## src/verilog/root_hub_port_defines.vh

```
// register map, field positions and timing counts for the root hub port change block
`ifndef ROOT_HUB_PORT_DEFINES_VH
`define ROOT_HUB_PORT_DEFINES_VH

`define ADDR_PORT_STATUS 4'h0
`define ADDR_IRQ_STATUS 4'h1
`define ADDR_IRQ_MASK 4'h2
`define ADDR_PORT_CTRL 4'h3

`define BIT_CONNECTED 0
`define BIT_ENABLED 1
`define BIT_SUSPENDED 2
`define BIT_RESETTING 4
`define BIT_POWERED 8
`define BIT_LOW_SPEED 9
`define BIT_CONNECT_CHG 16
`define BIT_ENABLE_CHG 17
`define BIT_SUSPEND_CHG 18
`define BIT_RESET_CHG 20

`define IRQ_CONNECT 0
`define IRQ_ENABLE 1
`define IRQ_SUSPEND 2
`define IRQ_RESET 3
`define IRQ_WIDTH 4

`define CLK_MHZ 50
`define RESYNC_MS 3
`define RESYNC_CYCLES (`RESYNC_MS * 1000 * `CLK_MHZ)
`define RESET_MS 10
`define RESET_CYCLES (`RESET_MS * 1000 * `CLK_MHZ)

`endif
```

## src/verilog/root_hub_port_change.v

```verilog
// root hub port status/change register with change flags, power-off command and interrupt
// Behaviour
// RULE1 - suspend change set after resume resync completes
// RULE2 - suspend change cleared when reset change sets
// RULE3 - enable change set on hardware disable
// RULE4 - software enable writes leave enable change
// RULE5 - connect change set on attach or detach
// RULE6 - commands on disconnected port set connect change
// RULE7 - fixed device: connect change only after reset
// RULE8 - low speed bit reads device speed
// RULE9 - software trusts speed only while connected
// RULE10 - writing one at bit nine powers off
// RULE11 - change flags clear on writing one
// RULE12 - status writes wait for transaction end
// RULE13 - reset change set when reset period ends
//
// Local design decisions: the register offsets and register access over Avalon-MM.
`timescale 1ns/10ps
`default_nettype none
`include "root_hub_port_defines.vh"

module root_hub_port_change #(
	parameter RESYNC_CYCLES = `RESYNC_CYCLES,
	parameter RESET_CYCLES = `RESET_CYCLES
) (
	input wire clk_sys,
	input wire arst_n,
	input wire [3:0] avsAddress,
	input wire avsRead,
	input wire avsWrite,
	input wire [31:0] avsWriteData,
	input wire [3:0] avsByteEnable,
	output reg [31:0] avsReadData,
	output reg avsWaitRequest,
	input wire devicePresentPin,
	input wire lowSpeedPin,
	input wire hwDisablePin,
	input wire resumeDonePin,
	input wire transferBusy,
	input wire fixedDevice,
	input wire rootHubReset,
	output reg portPowerOn,
	output reg portEnabled,
	output reg portSuspended,
	output reg portResetting,
	output reg irq
);

	////////////////////////////////////////////////////////////////
	// pin synchronisers
	// pin levels reach the logic two cycles late
	reg [3:0] syncA_reg;
	reg [3:0] syncB_reg;
	wire devicePresent = syncB_reg[0];
	wire lowSpeed = syncB_reg[1];
	wire hwDisable = syncB_reg[2];
	wire resumeDone = syncB_reg[3];

	always @(posedge clk_sys or negedge arst_n)
	begin
		if (!arst_n)
		begin
			syncA_reg <= 4'h0;
			syncB_reg <= 4'h0;
		end
		else
		begin
			syncA_reg <= {resumeDonePin, hwDisablePin, lowSpeedPin, devicePresentPin};
			syncB_reg <= syncA_reg;
		end
	end

	////////////////////////////////////////////////////////////////
	// bus handshake: one wait cycle, then the access completes
	// waitrequest idles high, so each access costs two cycles
	reg ackPending_reg;
	wire accessStart = (avsRead | avsWrite) & ~ackPending_reg;
	wire writeDone = avsWrite & ackPending_reg;
	wire readDone = avsRead & ackPending_reg;

	function wrOne;
		input [3:0] addr;
		input [3:0] want;
		input [31:0] data;
		input [3:0] be;
		input integer pos;
		begin
			wrOne = (addr == want) & data[pos] & be[pos / 8];
		end
	endfunction

	always @(posedge clk_sys or negedge arst_n)
	begin
		if (!arst_n)
			ackPending_reg <= 1'b0;
		else
			ackPending_reg <= accessStart;
	end

	always @(posedge clk_sys or negedge arst_n)
	begin
		if (!arst_n)
			avsWaitRequest <= 1'b1;
		else
			avsWaitRequest <= ~accessStart;
	end

	////////////////////////////////////////////////////////////////
	// port status commands, postponed while a transaction runs
	reg pendReset_reg;
	reg pendEnable_reg;
	reg pendSuspend_reg;
	reg pendPowerOff_reg;
	reg pendPowerOn_reg;
	wire cmdReset = writeDone & wrOne(avsAddress, `ADDR_PORT_STATUS, avsWriteData, avsByteEnable, `BIT_RESETTING);
	wire cmdEnable = writeDone & wrOne(avsAddress, `ADDR_PORT_STATUS, avsWriteData, avsByteEnable, `BIT_ENABLED);
	wire cmdSuspend = writeDone & wrOne(avsAddress, `ADDR_PORT_STATUS, avsWriteData, avsByteEnable, `BIT_SUSPENDED);
	wire cmdPowerOn = writeDone & wrOne(avsAddress, `ADDR_PORT_STATUS, avsWriteData, avsByteEnable, `BIT_POWERED);
	// RULE10 power off command
	wire cmdPowerOff = writeDone & wrOne(avsAddress, `ADDR_PORT_STATUS, avsWriteData, avsByteEnable, `BIT_LOW_SPEED);
	// RULE12 hold until idle
	wire applyNow = ~transferBusy;
	wire doReset = applyNow & (cmdReset | pendReset_reg);
	wire doEnable = applyNow & (cmdEnable | pendEnable_reg);
	wire doSuspend = applyNow & (cmdSuspend | pendSuspend_reg);
	wire doPowerOff = applyNow & (cmdPowerOff | pendPowerOff_reg);
	// power on waits as well, since it changes port status
	wire doPowerOn = applyNow & (cmdPowerOn | pendPowerOn_reg);

	always @(posedge clk_sys or negedge arst_n)
	begin
		if (!arst_n)
		begin
			pendReset_reg <= 1'b0;
			pendEnable_reg <= 1'b0;
			pendSuspend_reg <= 1'b0;
			pendPowerOff_reg <= 1'b0;
			pendPowerOn_reg <= 1'b0;
		end
		else
		begin
			pendReset_reg <= transferBusy & (cmdReset | pendReset_reg);
			pendEnable_reg <= transferBusy & (cmdEnable | pendEnable_reg);
			pendSuspend_reg <= transferBusy & (cmdSuspend | pendSuspend_reg);
			pendPowerOff_reg <= transferBusy & (cmdPowerOff | pendPowerOff_reg);
			pendPowerOn_reg <= transferBusy & (cmdPowerOn | pendPowerOn_reg);
		end
	end

	////////////////////////////////////////////////////////////////
	// port reset timer and resume resync timer
	reg [31:0] resetCount_reg;
	reg [31:0] resyncCount_reg;
	reg resyncBusy_reg;
	reg resumeDonePrev_reg;
	wire resetEnds = portResetting & (resetCount_reg == 32'h00000001);
	wire resyncEnds = resyncBusy_reg & (resyncCount_reg == 32'h00000001);

	always @(posedge clk_sys or negedge arst_n)
	begin
		if (!arst_n)
		begin
			portPowerOn <= 1'b0;
			portEnabled <= 1'b0;
			portSuspended <= 1'b0;
			portResetting <= 1'b0;
			resetCount_reg <= 32'h00000000;
			resyncCount_reg <= 32'h00000000;
			resyncBusy_reg <= 1'b0;
			resumeDonePrev_reg <= 1'b0;
		end
		else
		begin
			resumeDonePrev_reg <= resumeDone;
			if (doPowerOff)
				portPowerOn <= 1'b0;
			else if (doPowerOn)
				portPowerOn <= 1'b1;
			// a new reset command restarts the full period
			if (doReset & devicePresent & portPowerOn)
			begin
				portResetting <= 1'b1;
				resetCount_reg <= RESET_CYCLES;
			end
			else if (portResetting)
				resetCount_reg <= resetCount_reg - 32'h00000001;
			if (resetEnds | ~devicePresent | doPowerOff)
				portResetting <= 1'b0;
			// RULE4 software enable path
			if (hwDisable | ~devicePresent | doPowerOff)
				portEnabled <= 1'b0;
			else if (resetEnds | (doEnable & devicePresent))
				portEnabled <= 1'b1;
			if (resumeDone & ~resumeDonePrev_reg & portSuspended)
			begin
				resyncBusy_reg <= 1'b1;
				resyncCount_reg <= RESYNC_CYCLES;
			end
			else if (resyncEnds)
				resyncBusy_reg <= 1'b0;
			else if (resyncBusy_reg)
				resyncCount_reg <= resyncCount_reg - 32'h00000001;
			if (resyncEnds | ~devicePresent | doPowerOff | resetEnds)
				portSuspended <= 1'b0;
			else if (doSuspend & devicePresent & portEnabled)
				portSuspended <= 1'b1;
		end
	end

	////////////////////////////////////////////////////////////////
	// change flags, set wins over software clear
	reg connectChg_reg;
	reg enableChg_reg;
	reg suspendChg_reg;
	reg resetChg_reg;
	reg presentPrev_reg;
	reg hubResetSeen_reg;
	wire clrConnect = writeDone & wrOne(avsAddress, `ADDR_PORT_STATUS, avsWriteData, avsByteEnable, `BIT_CONNECT_CHG);
	wire clrEnable = writeDone & wrOne(avsAddress, `ADDR_PORT_STATUS, avsWriteData, avsByteEnable, `BIT_ENABLE_CHG);
	wire clrSuspend = writeDone & wrOne(avsAddress, `ADDR_PORT_STATUS, avsWriteData, avsByteEnable, `BIT_SUSPEND_CHG);
	wire clrReset = writeDone & wrOne(avsAddress, `ADDR_PORT_STATUS, avsWriteData, avsByteEnable, `BIT_RESET_CHG);
	// fixed device: edges ignored, one report per hub reset
	// RULE5 attach or detach
	wire edgeSeen = (devicePresent != presentPrev_reg) & ~fixedDevice;
	// RULE7 fixed device report
	wire fixedReport = fixedDevice & hubResetSeen_reg & devicePresent;
	// RULE6 commands while disconnected
	wire staleCmd = (doReset | doEnable | doSuspend) & ~devicePresent;
	wire setConnect = edgeSeen | fixedReport | staleCmd;
	// RULE3 hardware disable or disconnect while enabled
	wire setEnable = portEnabled & (hwDisable | ~devicePresent);
	// RULE1 after resync delay
	wire setSuspend = resyncEnds;
	// RULE13 reset period end
	wire setReset = resetEnds;

	always @(posedge clk_sys or negedge arst_n)
	begin
		if (!arst_n)
		begin
			connectChg_reg <= 1'b0;
			enableChg_reg <= 1'b0;
			suspendChg_reg <= 1'b0;
			resetChg_reg <= 1'b0;
			presentPrev_reg <= 1'b0;
			hubResetSeen_reg <= 1'b0;
		end
		else
		begin
			presentPrev_reg <= devicePresent;
			if (rootHubReset)
				hubResetSeen_reg <= 1'b1;
			else if (fixedReport)
				hubResetSeen_reg <= 1'b0;
			// RULE11 write one clears
			connectChg_reg <= setConnect | (connectChg_reg & ~clrConnect);
			enableChg_reg <= setEnable | (enableChg_reg & ~clrEnable);
			resetChg_reg <= setReset | (resetChg_reg & ~clrReset);
			// RULE2 cleared by reset change
			if (setReset)
				suspendChg_reg <= 1'b0;
			else
				suspendChg_reg <= setSuspend | (suspendChg_reg & ~clrSuspend);
		end
	end

	////////////////////////////////////////////////////////////////
	// interrupt status and mask
	reg [`IRQ_WIDTH-1:0] irqStatus_reg;
	reg [`IRQ_WIDTH-1:0] irqMask_reg;
	wire [`IRQ_WIDTH-1:0] irqEvents = {setReset, setSuspend, setEnable, setConnect};
	wire [`IRQ_WIDTH-1:0] irqStatus_next;
	genvar gi;
	generate
		for (gi = 0; gi < `IRQ_WIDTH; gi = gi + 1)
		begin : irqBit
			// set wins when an event meets its own clear
			assign irqStatus_next[gi] = irqEvents[gi] |
				(irqStatus_reg[gi] & ~(writeDone & wrOne(avsAddress, `ADDR_IRQ_STATUS, avsWriteData, avsByteEnable, gi)));
		end
	endgenerate

	always @(posedge clk_sys or negedge arst_n)
	begin
		if (!arst_n)
			irqStatus_reg <= 4'h0;
		else
			irqStatus_reg <= irqStatus_next;
	end

	always @(posedge clk_sys or negedge arst_n)
	begin
		if (!arst_n)
		begin
			irqMask_reg <= 4'h0;
			irq <= 1'b0;
		end
		else
		begin
			if (writeDone & (avsAddress == `ADDR_IRQ_MASK) & avsByteEnable[0])
				irqMask_reg <= avsWriteData[`IRQ_WIDTH-1:0];
			// registered, so irq trails status and mask by a cycle
			irq <= |(irqStatus_reg & irqMask_reg);
		end
	end

	////////////////////////////////////////////////////////////////
	// read data
	// unmapped indices read zero and ignore writes
	reg [31:0] readMux;
	always @*
	begin
		readMux = 32'h00000000;
		case (avsAddress)
			`ADDR_PORT_STATUS:
			begin
				readMux[`BIT_CONNECTED] = devicePresent;
				readMux[`BIT_ENABLED] = portEnabled;
				readMux[`BIT_SUSPENDED] = portSuspended;
				readMux[`BIT_RESETTING] = portResetting;
				readMux[`BIT_POWERED] = portPowerOn;
				// RULE8 speed on read
				readMux[`BIT_LOW_SPEED] = lowSpeed;
				readMux[`BIT_CONNECT_CHG] = connectChg_reg;
				readMux[`BIT_ENABLE_CHG] = enableChg_reg;
				readMux[`BIT_SUSPEND_CHG] = suspendChg_reg;
				readMux[`BIT_RESET_CHG] = resetChg_reg;
			end
			`ADDR_IRQ_STATUS: readMux[`IRQ_WIDTH-1:0] = irqStatus_reg;
			`ADDR_IRQ_MASK: readMux[`IRQ_WIDTH-1:0] = irqMask_reg;
			`ADDR_PORT_CTRL: readMux[0] = transferBusy;
			default: readMux = 32'h00000000;
		endcase
	end

	always @(posedge clk_sys or negedge arst_n)
	begin
		if (!arst_n)
			avsReadData <= 32'h00000000;
		else if (accessStart & avsRead)
			avsReadData <= readMux;
	end

endmodule
`default_nettype wire

```

## config.mk

```make
export PLATFORM = sky130hd
export DESIGN_NAME = root_hub_port_change
export DESIGN_NICKNAME = d
export VERILOG_FILES = /design/src/verilog/root_hub_port_change.v
export VERILOG_INCLUDE_DIRS = /design/src /design/src/verilog
export SDC_FILE = /design/constraint.sdc
export NUM_CORES = 1
export LEC_CHECK = 0
export BUFFER_PORTS_ARGS = -buffer_cell sky130_fd_sc_hd__buf_2
export CAP_MARGIN = 10
export CORE_MARGIN = 3
export CORE_UTILIZATION = 36
export DETAILED_ROUTE_END_ITERATION = 10
export GPL_TIMING_DRIVEN = 0
export PLACE_DENSITY = 0.51
export SYNTH_ARGS = -nofsm -noshare
export SYNTH_HDL_FRONTEND = slang
export SYNTH_SLANG_ARGS = --single-unit
```

## constraint.sdc

```tcl
create_clock -name clk_sys -period 3.5 [get_ports clk_sys]
set_input_delay 0.7 -clock clk_sys [delete_from_list [all_inputs] [get_ports clk_sys]]
set_output_delay 0.7 -clock clk_sys [all_outputs]
set_load 0.03 [all_outputs]
```

==> results.toml <==
[yosys]
synth.distinct_cells = 63
syn_avg_cell_area_um2 = 9.923
syn_inst = 551
synth_edf_count = 0
ys.warnings.count = 0
synthArstFlopShare = 1.000
syn-cell-area_um2 = 5468
synthFlopType = "dfrtp_1"
ys_ff_latch = 111
ys_seq_area_frac = 0.5082

[placement]
gp_congestion = 0.7766
pre_cts_ws_ns = 0.3365
dp_hpwl_um = 8981
portBuffers = 45

[clock_network]
post_cts_resized = 0
cts_hold_buf = 0
cts_setup_buffers = 0
cts_tree = "built"
insertion_delay_ns = 0.35
cts.path.max_buffers = 2
numClockSinks = 111
cts_buffers = 9
htreeDepth = 3
cts_root_buf = "clkbuf_16"
clkTransAtPathRegs_ns = 0.08

[timing]
drv_slew = 0
clock_skew_ns = 0.009669
fmax_mhz = 316.0
max_slew_margin = 0.2411
period_share = 0.9043
tightest_slew_ns = 1.124
hold-worst-slack_ns = 0.2529
rsz0062_at_grt = "no"
finalCriticalPeriod_ns = 3.165
finalHoldViolCount = 0
setup_viol = 0
fin_tns_setup_ns = 0
setup_ws_ns = 0.3350

[detailed_routing]
dr_total_vias = 4328
drt-initial-drc-count = 253
detail-route-antenna-nets = 0
drc = 0
dr.pass1.iters = 4
vias_per_cell = 5.297
wl_um = 12580
wl_per_cell_um = 15.40

[die]
core_area_um2 = 14700
dieHeight_um = 129.2
rows = 44
initial_utilization = 0.3720
die_area_um2 = 16700
io_pins = 89
die_w_um = 129.2

[grt]
grt_usage = 0.1556
antenna_found_initial = 0
grt_max_degree = 70
grt_overflow = 0
grt_pass1_vias = 4179
grt_first_pass_wirelength_um = 21040

[power]
vdd_drop_max_mv = 0.2508
p_leak_nw = 2.723
p_per_area_nw_per_um2 = 424.1

[worst_hold_path]
hp-class = "in -> async"

[cells_and_area]
n_antenna_cell = 0
drive_gt1_frac = 0.1880
final_net_count = 683
fill_cells = 1433
multi_input_area_um2 = 2506
seqCellArea_um2 = 2779
syn2layout_area_growth_pct = 16.34

[setup_path]
reg2reg_depth = 5
critical_path.max_fanout = 8
cp.arrival_ns = 3.44
criticalPathCategory = "reg -> reg"
reg2reg_to = "resyncCount_reg[3]$_DFFE_PN0P_"
cp_data_required_time_ns = 3.77
ff2ff_setup_slack_ns = 0.34
worstReg2RegStart = "resyncCount_reg[16]$_DFFE_PN0P_"
path_cells = "nor4_1 > nand4_1 > o311ai_0 > o21ai_0 > a21oi_1"
slowest_delay_ns = 1.07
cp-end-kind = "flip-flop"
slowest_stage = "o311ai_0"
start_kind = "flip-flop"

[run_status]
status = "complete, no violations"

[run]
max-cap-violations = 0
-- cell families (layout without fill, tap and decap cells) --
group | count (synthesis) | count (layout) | synth area share
xor gates and xnor gates | 26 | 26 | 0.04165
other | 1 | 21 | 0.0006858
buffers and inverters | 47 | 109 | 0.04714
adders and majority gates | 4 | 4 | 0.009154
DFF | 111 | 111 | 0.5082
muxes | 9 | 9 | 0.01968
and+or+nand+nor | 244 | 244 | 0.2412
AOI/OAI and AO/OA | 109 | 109 | 0.1323
-- per-stage QoR --
| step | util | cells | instance area [um^2] | power [mW] |
|---|---|---|---|---|
| finish | 0.4328 | 817 | 6361 | 2.698 |
| global route | 0.4328 | 817 | 6361 | 2.806 |
| CTS | 0.4328 | 817 | 6361 | 2.730 |
| detailed placement | 0.4104 | 801 | 6032 | 1.588 |
| global placement | 0.4081 | 800 | 5998 | 1.581 |
| floorplan | - | 571 | 5543 | 1.500 |
-- how the worst max path moves through the flow --
stage / startpoint / endpoint / slack [ns]
floorplan: resetCount_reg[24]$_DFFE_PN0P_ / portSuspended$_DFFE_PN0P_ / 0.92
global placement: arst_n / resetCount_reg[6]$_DFFE_PN0P_ / 0.34
detailed placement: resyncCount_reg[16]$_DFFE_PN0P_ / resyncCount_reg[3]$_DFFE_PN0P_ / 0.34
CTS: resyncCount_reg[16]$_DFFE_PN0P_ / resyncCount_reg[3]$_DFFE_PN0P_ / 0.34
global route: resyncCount_reg[14]$_DFFE_PN0P_ / resyncCount_reg[3]$_DFFE_PN0P_ / 0.02
finish: resyncCount_reg[16]$_DFFE_PN0P_ / resyncCount_reg[3]$_DFFE_PN0P_ / 0.34
-- critical path, delay by kind of cell, from the launching register on --
kind | cells | cell delay (ns)
and+or+nand+nor | 2 | 1.23
DFF | 1 | 0.41
AOI/OAI and AO/OA | 3 | 1.44
-- cell usage after synthesis, types with 3 or more instances --
cell / n / area (um^2)
mux2i_1: 4 / 40.04
o21ai_0: 23 / 115.1
and3_1: 3 / 18.77
mux2_2: 4 / 45.04
o31ai_1: 13 / 97.59
inv_1: 8 / 30.03
nand3_1: 13 / 65.06
xor2_1: 14 / 122.6
or3_1: 13 / 81.33
dfrtp_1: 110 / 2753
a31o_2: 4 / 35.03
nor3_1: 17 / 85.08
nand4_1: 11 / 68.82
nand2b_1: 9 / 56.30
ha_1: 4 / 50.05
nor4_1: 11 / 68.82
o211ai_1: 3 / 22.52
a211oi_1: 5 / 37.54
or3_2: 4 / 30.03
or2_2: 8 / 50.05
nand2_1: 66 / 247.7
nor2b_1: 8 / 50.05
nor2_1: 41 / 153.9
a22o_1: 7 / 61.31
a41oi_1: 3 / 26.28
a31oi_1: 4 / 25.02
or4_2: 3 / 26.28
clkbuf_1: 16 / 60.06
a21o_1: 5 / 37.54
xnor2_1: 12 / 105.1
or4_1: 14 / 105.1
nor4b_1: 3 / 26.28
buf_4: 21 / 157.7
o21a_1: 3 / 22.52
and2_1: 3 / 18.77
a21oi_1: 28 / 140.1
-- final cells by class --
type	count	area share
clock buffer	9	0.03541
multi-input combinational	413	0.3940
buffer	39	0.03580
tap	184	0.03619
sequential	111	0.4369
inverter	8	0.004721
clock inverter	7	0.01633
timing repair buffer	46	0.04072
-- cells in the final DEF (no fill, tap or decap), types with 5 or more instances in the layout --
cell	count
o31ai_1	13
nand3_1	13
or4_1	14
xnor2_1	12
a211oi_1	5
conb_1	21
nand2_1	66
a21oi_1	28
nor2b_1	8
nor4_1	11
buf_2	46
a22o_1	7
nand2b_1	9
buf_4	21
inv_1	8
a21o_1	5
or2_2	8
xor2_1	14
or3_1	13
dfrtp_1	110
nor2_1	41
o21ai_0	23
nand4_1	11
nor3_1	17
clkbuf_16	9
clkbuf_1	16
-- power breakdown --
part	internal, mW	leakage, nW	switching (mW)
logic	0.0750	1.25	0.137
clock network	0.637	0.154	0.501
registers	1.32	1.32	0.0248
-- metal layers --
metal,wire [um],vias up,GRT usage,part of all wire
met5,0,-,0,0
met4,164,0,0.04324,0.013
met3,477,13,0.03050,0.038
met2,5704,87,0.2466,0.45
met1,6234,2126,0.2183,0.50
li1,-,2102,-,-
Note: power is estimated with default switching activity, not from simulation.
